**src/design/sleep_ctrl_pkg.sv**
```systemverilog
// package: sleep modes, clock enable bundle, reset values
package sleep_ctrl_pkg;
   // sleep mode select codes (one value per mode)
   typedef enum logic [2:0] {
      SEL_IDLE = 3'h0,
      SEL_ADC_NR = 3'h1,
      SEL_PWR_DOWN = 3'h2,
      SEL_PWR_SAVE = 3'h3,
      SEL_STANDBY = 3'h6
   } sleep_sel_t;

   // controller state, one-hot
   typedef enum logic [5:0] {
      ST_ACTIVE = 6'h01,
      ST_IDLE = 6'h02,
      ST_ADC_NR = 6'h04,
      ST_PWR_DOWN = 6'h08,
      ST_PWR_SAVE = 6'h10,
      ST_STANDBY = 6'h20
   } sleep_state_t;

   // clock enables for each domain
   typedef struct packed {
      logic cpu;
      logic mem;
      logic timers;
      logic spi;
      logic irq;
      logic adc;
      logic async_tmr;
      logic main_osc;
   } clk_en_t;

   localparam clk_en_t CLK_EN_ALL = 8'hFF;
   localparam logic [7:0] PORT_WIDTH = 8'h08;
   localparam logic [7:0] PORT_RESET = 8'h00;
   localparam logic [7:0] DIR_RESET = 8'h00;
   localparam sleep_state_t STATE_RESET = ST_ACTIVE;
endpackage

```
**src/design/sleep_mode_clock_gating.sv**
```systemverilog
// sleep mode controller: per-mode clock gating, wake-up, oscillator pin use
// Functional notes
// - five software-selected sleep modes exist besides the active state.
// - idle stops only the processor clock; memory, timers, spi and interrupts run.
// - power-down stops the main oscillator and all else; only interrupt or reset wakes.
// - power-down keeps all register contents unchanged.
// - power-save keeps the asynchronous timer counting while the rest sleeps.
// - adc noise reduction stops cpu and i/o except asynchronous timer, adc and interrupts.
// - standby keeps the main oscillator running while the rest sleeps.
// - with internal rc clock and async select set, the oscillator pin pair feeds the timer.
// - any active reset tri-states the port drivers at once, without a clock.
`timescale 1ns/1ps
module sleep_mode_clock_gating (
   input wire logic ref_clk_i,
   input wire logic reset_n_i,
   input wire logic sleep_req_i,
   input wire sleep_ctrl_pkg::sleep_sel_t sleep_sel_i,
   input wire logic irq_wake_i,
   input wire logic any_wake_i,
   input wire logic int_rc_clk_sel_i,
   input wire logic async_timer_clock_select_i,
   input wire logic [7:0] port_out_i,
   input wire logic [7:0] port_dir_i,
   output sleep_ctrl_pkg::clk_en_t clk_en_o,
   output sleep_ctrl_pkg::sleep_state_t state_o,
   output logic sleeping_o,
   output logic osc_pin_pair_timer_o,
   output logic [7:0] port_o,
   output logic [7:0] port_oe_o
);
   import sleep_ctrl_pkg::*;

   sleep_state_t state_q;
   sleep_state_t state_d;
   sleep_state_t enter_state;
   clk_en_t clk_en_d;
   clk_en_t clk_en_q;
   logic [PORT_WIDTH-1:0] port_q;
   logic [PORT_WIDTH-1:0] dir_q;
   logic valid_sel;
   logic wake;
   logic in_active;

   assign in_active = (state_q == ST_ACTIVE);
   // power-down wakes on interrupt only; others on any wake source
   assign wake = (state_q == ST_PWR_DOWN) ? irq_wake_i : (irq_wake_i | any_wake_i);

   // mode decode; unknown codes are ignored so the cpu never sticks
   assign valid_sel = (sleep_sel_i == SEL_IDLE) || (sleep_sel_i == SEL_ADC_NR) ||
                      (sleep_sel_i == SEL_PWR_DOWN) || (sleep_sel_i == SEL_PWR_SAVE) ||
                      (sleep_sel_i == SEL_STANDBY);
   assign enter_state = (sleep_sel_i == SEL_IDLE) ? ST_IDLE :
                        (sleep_sel_i == SEL_ADC_NR) ? ST_ADC_NR :
                        (sleep_sel_i == SEL_PWR_DOWN) ? ST_PWR_DOWN :
                        (sleep_sel_i == SEL_PWR_SAVE) ? ST_PWR_SAVE : ST_STANDBY;

   always_comb begin
      state_d = state_q;
      case (state_q)
         ST_ACTIVE: begin
            if (sleep_req_i && valid_sel) begin
               state_d = enter_state;
            end
         end
         default: begin
            if (wake) begin
               state_d = ST_ACTIVE;
            end
         end
      endcase
   end

   // clock enables per mode
   always_comb begin
      clk_en_d = '0;
      case (state_d)
         ST_ACTIVE: clk_en_d = CLK_EN_ALL;
         ST_IDLE: begin
            clk_en_d = CLK_EN_ALL;
            clk_en_d.cpu = 1'b0;
         end
         ST_ADC_NR: begin
            clk_en_d.adc = 1'b1;
            clk_en_d.async_tmr = 1'b1;
            clk_en_d.irq = 1'b1;
            clk_en_d.main_osc = 1'b1;
         end
         ST_PWR_SAVE: begin
            clk_en_d.async_tmr = 1'b1;
         end
         ST_STANDBY: begin
            clk_en_d.main_osc = 1'b1;
         end
         default: clk_en_d = '0;
      endcase
   end

   always_ff @(posedge ref_clk_i) begin
      if (!reset_n_i) begin
         state_q <= STATE_RESET;
         clk_en_q <= CLK_EN_ALL;
      end else begin
         state_q <= state_d;
         clk_en_q <= clk_en_d;
      end
   end

   // port registers load only while active, so sleep holds them
   always_ff @(posedge ref_clk_i) begin
      if (!reset_n_i) begin
         port_q <= PORT_RESET;
         dir_q <= DIR_RESET;
      end else if (in_active) begin
         port_q <= port_out_i;
         dir_q <= port_dir_i;
      end
   end

   assign clk_en_o = clk_en_q;
   assign state_o = state_q;
   assign sleeping_o = !in_active;
   assign osc_pin_pair_timer_o = int_rc_clk_sel_i & async_timer_clock_select_i;
   assign port_o = port_q;
   // reset gates enables combinationally, no clock edge needed
   assign port_oe_o = reset_n_i ? dir_q : 8'h00;
endmodule // sleep_mode_clock_gating

```
**config.mk**
```make
export PLATFORM = sky130hd
export DESIGN_NAME = sleep_mode_clock_gating
export DESIGN_NICKNAME = d
export VERILOG_FILES = /design/src/design/sleep_ctrl_pkg.sv /design/src/design/sleep_mode_clock_gating.sv
export SDC_FILE = /design/constraint.sdc
export NUM_CORES = 1
export LEC_CHECK = 0
export ABC_AREA = 1
export ABC_CLOCK_PERIOD_IN_PS = 1500
export BUFFER_PORTS_ARGS = -buffer_cell sky130_fd_sc_hd__buf_4
export CAP_MARGIN = 10
export CORE_MARGIN = 5
export CORE_UTILIZATION = 43
export DETAILED_ROUTE_END_ITERATION = 7
export PLACE_DENSITY = 0.75
export RECOVER_POWER = 25
export SLEW_MARGIN = 20
export SYNTH_ARGS = -nofsm -noshare
export SYNTH_HDL_FRONTEND = slang
export SYNTH_SLANG_ARGS = --single-unit
```
**constraint.sdc**
```tcl
create_clock -name ref_clk_i -period 1.5 [get_ports ref_clk_i]
set_input_delay 0.075 -clock ref_clk_i [delete_from_list [all_inputs] [get_ports ref_clk_i]]
set_output_delay 0.075 -clock ref_clk_i [all_outputs]
set_load 0.01 [all_outputs]
```
==> Implementation_results.wiki, run 1 <==
{| class="wikitable"
! Metric !! Value
|-
| Slew at the pin with the worst max-slew slack || 0.254 ns
|-
| Core area || 2710 um2
|-
| Share of layout cells above drive strength 1 || 36.4%
|-
| Post-detailed-route DRC marker count || 0
|-
| Chip Width || 62.9 um
|-
| Starting utilization of the core area || 44.4%
|-
| Clock latency of the later-clocked register in the worst-skew pair || 0.32 ns
|-
| Number of synthesized register bits || 27
|-
| Drt wl/cell || 11.8 um
|-
| Kind of launch point of the worst setup path || register
|-
| Post-synthesis cell type with the largest combined area || dfxtp_1
|-
| Number of primary I/O pins || 58
|-
| Worst endpoint data arrival time || 1.71 ns
|-
| Hold violation total from the final report || 0
|-
| Clk root buf || clkbuf_4
|-
| WP data required || 1.73 ns
|-
| ANT nets after route || 0
|-
| Overall die area || 3960 um2
|-
| DIE HEIGHT || 62.9 um
|-
| Simple-gate share of the synthesized area || 37.1%
|-
| Result of the run || finished, final reports clean
|-
| Crit. End Element || register
|-
| Power per cell area || 971 nW/um2
|-
| Max VDD drop || 0.640 mV
|-
| Fill cell instance count of the final layout || 230
|-
| Area of combinational cells with multiple inputs || 574 um2
|-
| Drt total wl || 3360 um
|-
| Proportion of synthesized area in mux cells || 0%
|-
| Aggregate global-route resource usage || 17.1%
|-
| Initial drt markers || 28
|-
| Number of distinct library cell variants in the gate-level netlist after synthesis || 17
|-
| Final critical-path required period || 1.48 ns
|-
| Largest family of logic cells by synthesized area || simple AND/OR/NAND/NOR gates
|-
| Detailed-router iteration count before antenna repair || 4
|-
| Maximum frequency from static timing analysis || 0.676 GHz
|-
| Peak-usage layer in the global routing report || met2
|-
| Max transition margin || 83.0%
|-
| Hpwl dp || 2090 um
|-
| Met1 global-route usage || 17.7%
|-
| Complex-gate fraction of the synthesized area || 7.07%
|-
| Site row count || 19
|-
| Setup skew after layout || 0.00540 ns
|-
| Maximum number of pins on one net before global-route repair || 27
|-
| Peak fanout along the critical path || 6
|-
| Total Nets Final || 280
|-
| Number of diodes added for antenna fixing || 0
|-
| Count of input and output buffers || 57
|-
| Net count after synthesis || 200
|-
| Global-route wire length before repair || 5720 um
|-
| Layout area overhead || 58.8%
|-
| Synthesis Warnings || 0
|-
| Remaining global-route overflow || 0
|-
| Maximum number of buffers from clock root to sink || 2
|-
| Gpl congestion || 0.808
|-
| TritonCTS clock tree || built
|-
| Clock Pin Slew Worst Setup and Hold Paths || 0.15 ns
|-
| Total number of vias || 1326
|-
| Commonest non-fill, non-tap cells in the layout || buf_4, nor2_1, dfxtp_1
|-
| Worst min path class || in2reg
|-
| Antenna violations before repair || 0
|-
| Setup-failing EPs final || 0
|-
| Post-Syn Instances || 174
|-
| Leak || 0.000984 uW
|-
| # H-tree levels || 1
|-
| Sink Count || 27
|-
| Area taken by flip-flops and latches || 547 um2
|-
| Commonest non-fill, non-tap cell in the layout || buf_4
|-
| Biggest area contributors in the synthesized netlist || dfxtp_1, nor2_1, nand2_1
|-
| Adder-cell share of the synthesized area || 0%
|-
| TritonCTS Buffers || 3
|-
| Met3 routing resource usage after global routing || 6.12%
|-
| Final Non-Filler Cells || 284
|-
| RSZ-0062 raised after global routing || yes
|-
| Max Cap Viol || 0
|-
| Final sum of negative setup slack || 0 ns
|-
| Fraction of post-synthesis cell area in the top cell type by area || 44.9%
|-
| Ratio of routed vias to standard cells || 4.67
|-
| Sequential fraction of the synthesis area || 44.9%
|-
| Cells after DPL || 256
|-
| XOR/XNOR Fraction of Synth Area || 0%
|-
| Slew Viols, Final || 0
|-
| Post-synthesis instance area || 1200 um2
|-
| GR Layer Usage met2 || 31.9%
|-
| Vias in the first global route || 1375
|-
| Syn avg cell area || 6.92 um2
|-
| Share of the clock period used by the worst path after layout || 98.7%
|-
| Critical Setup Path Class || reg2reg
|}
-- flip-flops by register name (all words and copies together) (netlist names) --
| register | flops |
|---|---|
| clk_en_o | 5 |
| dir_q | 8 |
| port_o | 8 |
| state_o | 6 |
-- worst paths after layout --
kind                   start           to  slack [ns]  depth (start not counted)
hold / removal     reset_n_i   state_o[0]        0.06                          2
setup reg to reg  state_o[4]  clk_en_o[1]        0.02                         11
hold reg to reg     dir_q[3]     dir_q[3]        0.53                          2
setup / recovery  state_o[4]  clk_en_o[1]        0.02                         11
-- worst max-delay path, cell delays in order, from the launching register on --
cell and delay, ns:
dfxtp_2 0.37, nor2_4 0.11, nand2_2 0.07, nor2_4 0.16
buf_6 0.14, nand2_2 0.05, nand2_2 0.11, nor2_4 0.05
nand2_2 0.07, nor2_2 0.05, nor2_4 0.13, nand3_1 0.08
-- per-layer routing --
| layer | vias up | routed length, um |
|---|---|---|
| li1 | 687 | - |
| met1 | 595 | 1280 |
| met2 | 40 | 1750 |
| met3 | 4 | 290 |
| met4 | 0 | 41 |
| met5 | - | 0 |
-- stage by stage --
| step | power, uW | area (um2) | hold slack [ns] | util [%] | setup slack, ns |
|---|---|---|---|---|---|
| after detailed placement | 1460 | 1640 | 0.302 | 60.4 | 0.00160 |
| after global placement | 1450 | 1640 | 0.294 | 60.4 | 0.0114 |
| after global routing | 1980 | 1910 | 0.0664 | 70.5 | -0.0772 |
| final | 1860 | 1910 | 0.0568 | 70.5 | 0.0201 |
| after CTS | 1870 | 1910 | 0.0502 | 70.4 | -0.00523 |
| after floorplan | 1210 | 1200 | 0.210 | - | 0.102 |
-- cells in the mapped netlist, drive strengths merged --
master and count:
nor3 4, o21ai 16, clkbuf 3, buf 5, inv 22, and2 1, a21oi 1, nor2 47
dfxtp 27, nand2 33, nand3 15
-- kinds of logic (layout without fill, tap and decap cells) --
| logic type | after synthesis | count (layout) |
|---|---|---|
| simple gates | 100 | 100 |
| buf+inv | 30 | 109 |
| compound gates | 17 | 17 |
| flops | 27 | 27 |
-- report_power, final --
| group | switching (uW) | total (uW) | internal (uW) |
|---|---|---|---|
| sequential | 44.9 | 862 | 818 |
| clock | 219 | 319 | 99.9 |
| combinational | 356 | 675 | 319 |
| total | 619 | 1860 | 1240 |
-- timing repair --
item	CTS	global route
setup buffers	7	1
hold buffers	16	0
pin swaps	5	13
endpoints found under the setup margin	3	7
cloned	0	0
endpoints found under the hold margin	16	0
gates resized for setup	10	15
-- final cells by class --
class | instances | area share (%)
inverters | 22 | 4.32
clock inverters | 1 | 0.262
repair buffers | 83 | 33.6
flip-flops and latches | 27 | 28.6
clock buffers | 3 | 1.18
multi-input cells | 117 | 30.0
well taps | 31 | 2.03
No activity file was read; power rests on OpenSTA's default activity.
==> inputs of run 2 (changes only) <==
--- a/config.mk
+++ b/config.mk
@@ -6,7 +6,7 @@
 export NUM_CORES = 1
 export LEC_CHECK = 0
 export ABC_AREA = 1
-export ABC_CLOCK_PERIOD_IN_PS = 1500
+export ABC_CLOCK_PERIOD_IN_PS = 1400
 export BUFFER_PORTS_ARGS = -buffer_cell sky130_fd_sc_hd__buf_4
 export CAP_MARGIN = 10
 export CORE_MARGIN = 5
==> constraint.sdc (replaced) <==
create_clock -name ref_clk_i -period 1.4 [get_ports ref_clk_i]
set_input_delay 0.07 -clock ref_clk_i [delete_from_list [all_inputs] [get_ports ref_clk_i]]
set_output_delay 0.07 -clock ref_clk_i [all_outputs]
set_load 0.01 [all_outputs]
==> Implementation_results.wiki, run 2 (synthesis gave the netlist of run 1 again) <==
{| class="wikitable"
! Metric !! Value
|-
| Commonest non-fill, non-tap cells in the layout || buf_4, nor2_1, dfxtp_1
|-
| Setup skew after layout || 0.00898 ns (+0.00358 ns)
|-
| CP startpoint || state_o[2]
|-
| Total number of vias || 1294 (-2.4%)
|-
| Kind of launch point of the worst setup path || register
|-
| Slack of the worst reg-to-reg path || -0.07 ns (-0.09 ns)
|-
| Maximum number of buffers from clock root to sink || 2 (unchanged)
|-
| End point of the most critical hold path || state_o[3]
|-
| Number of diodes added for antenna fixing || 0 (unchanged)
|-
| Hold violation total from the final report || 0 (unchanged)
|-
| Drt total wl || 3190 um (-4.8%)
|-
| Result of the run || complete, but fails checks
|-
| Area taken by flip-flops and latches || 548 um2 (+0.23%)
|-
| TritonCTS clock tree || built
|-
| Final design area excluding fillers || 1940 um2 (+1.4%)
|-
| Max Cap Viol || 0 (unchanged)
|-
| Share of the clock period used by the worst path after layout || 105% (+6.1 points)
|-
| Placement-stage cell area || 1700 um2 (+4.1%)
|-
| Final critical-path required period || 1.47 ns (-0.0126 ns)
|-
| Overall power of the completed layout || 1970 uW (+6.0%)
|-
| Fill cell instance count of the final layout || 228 (-0.87%)
|-
| Worst min path class || in2reg
|-
| Maximum number of pins on one net before global-route repair || 27 (unchanged)
|-
| Clock Pin Slew Worst Setup and Hold Paths || 0.15 ns (about the same)
|-
| Aggregate global-route resource usage || 16.6% (-0.50 points)
|-
| Critical Setup Path Class || reg2reg
|-
| Startpoint of the tightest hold check path || sleep_sel_i[0]
|-
| Global-route wire length before repair || 5530 um (-3.3%)
|-
| TritonCTS Buffers || 3 (unchanged)
|-
| ANT nets after route || 0 (unchanged)
|-
| Hpwl dp || 2150 um (+2.9%)
|-
| Leak || 0.000997 uW (+1.4%)
|-
| Ratio of routed vias to standard cells || 4.49 (-3.8%)
|-
| Area of combinational cells with multiple inputs || 579 um2 (+0.87%)
|-
| Clk root buf || clkbuf_4
|-
| Peak fanout along the critical path || 5 (-1)
|-
| WHS Path Cells || 4 (+2)
|-
| Count of input and output buffers || 57 (unchanged)
|-
| Reg2reg path depth || 11 (unchanged)
|-
| Initial drt markers || 21 (-25%)
|-
| Layout area overhead || 61.1%
|-
| Gpl congestion || 0.844 (+4.5%)
|-
| Violations in the final reports || negative setup slack
|-
| DIE HEIGHT || 62.9 um (unchanged)
|-
| Post-detailed-route DRC marker count || 0 (unchanged)
|-
| Power per cell area || 1010 nW/um2 (+4.5%)
|-
| Number of primary I/O pins || 58 (unchanged)
|-
| Core area || 2710 um2 (unchanged)
|-
| RSZ-0062 raised after global routing || yes
|-
| Detailed-router iteration count before antenna repair || 4 (unchanged)
|-
| Clock latency of the later-clocked register in the worst-skew pair || 0.32 ns (about the same)
|-
| Site row count || 19 (unchanged)
|-
| Crit. End Element || register
|-
| Reg2reg end || clk_en_o[1]
|-
| Max VDD drop || 0.812 mV (+27%)
|-
| Starting utilization of the core area || 44.4% (unchanged)
|-
| Critical register-to-register path startpoint || state_o[2]
|-
| Maximum frequency from static timing analysis || 0.682 GHz (+0.86%)
|-
| Setup-failing EPs final || 5 (+5)
|-
| Sink Count || 27 (unchanged)
|-
| Overall die area || 3960 um2 (unchanged)
|-
| Max transition margin || 82.5% (-0.49 points)
|-
| Total Nets Final || 284 (+1.4%)
|-
| Chip Width || 62.9 um (unchanged)
|-
| Worst endpoint data arrival time || 1.69 ns (-0.02 ns)
|-
| Slew at the pin with the worst max-slew slack || 0.263 ns (+0.00902 ns)
|-
| Drt wl/cell || 11.1 um (-6.2%)
|-
| Worst setup margin || -0.0673 ns (-0.0874 ns)
|-
| Vias in the first global route || 1293 (-6.0%)
|-
| # H-tree levels || 1 (unchanged)
|-
| Remaining global-route overflow || 0 (unchanged)
|-
| Antenna violations before repair || 0 (unchanged)
|-
| WP data required || 1.63 ns (-0.10 ns)
|-
| Slew Viols, Final || 0 (unchanged)
|-
| Commonest non-fill, non-tap cell in the layout || buf_4
|-
| Share of layout cells above drive strength 1 || 38.9% (+2.5 points)
|}
==> run 2: per-stage QoR <==
step                      setup WS, ns  hold WS (ns)  TNS, ns  instances  util (%)
final                          -0.0673        0.0381   -0.218        288      71.6
after global routing            -0.166        0.0203   -0.779        288      71.6
after CTS                      -0.0656        0.0346   -0.283        288      72.3
after detailed placement       -0.0508         0.299   -0.158        265      62.9
after global placement         -0.0406         0.291   -0.124        265      62.9
after floorplan                0.00152         0.205        0        174         -
==> run 2: routing by layer <==
metal | global-route usage [%] | routed length (um)
met5 | 0 | 0
met2 | 29.1 | 1570
met4 | 3.98 | 17
met1 | 19.1 | 1340
met3 | 5.76 | 263
==> run 2: worst max-delay path by stage <==
stage,endpoint,slack (ns),depth (start not counted)
2_1_floorplan,clk_en_o[0],0.002,11
3_3_place_gp,clk_en_o[1],-0.04,10
3_5_place_dp,clk_en_o[0],-0.05,10
4_1_cts,clk_en_o[1],-0.07,11
5_1_grt,clk_en_o[1],-0.17,11
6_report,clk_en_o[1],-0.07,11
==> run 2: final cells by class <==
type / instances / area share (%)
inverters: 22 / 4.26
clock inverters: 1 / 0.258
repair buffers: 87 / 34.2
well taps: 31 / 2.00
clock buffers: 3 / 1.16
multi-input cells: 117 / 29.9
flip-flops and latches: 27 / 28.3
==> run 2: power breakdown <==
part	switching (uW)	internal, uW
Sequential	48.2	876
Clock	228	107
Combinational	374	335
Total	649	1320
==> run 2: repair_timing <==
| item | CTS | global route |
|---|---|---|
| pin swaps | 11 | 7 |
| hold endpoints to repair | 16 | 0 |
| hold buffers | 16 | 0 |
| endpoints found under the setup margin | 6 | 19 |
| resized for setup | 15 | 10 |
| buffers inserted | 3 | 0 |
==> run 2: critical path: stages (launching register included) <==
cell and delay [ns]:
dfxtp_2 0.37, nor2_4 0.12, nand2_2 0.07, nor2_4 0.13
buf_6 0.14, nand3_2 0.07, nand2_2 0.09, nor2_2 0.05
nand2_1 0.07, nor2_2 0.05, nor2_4 0.13, nand3_1 0.08
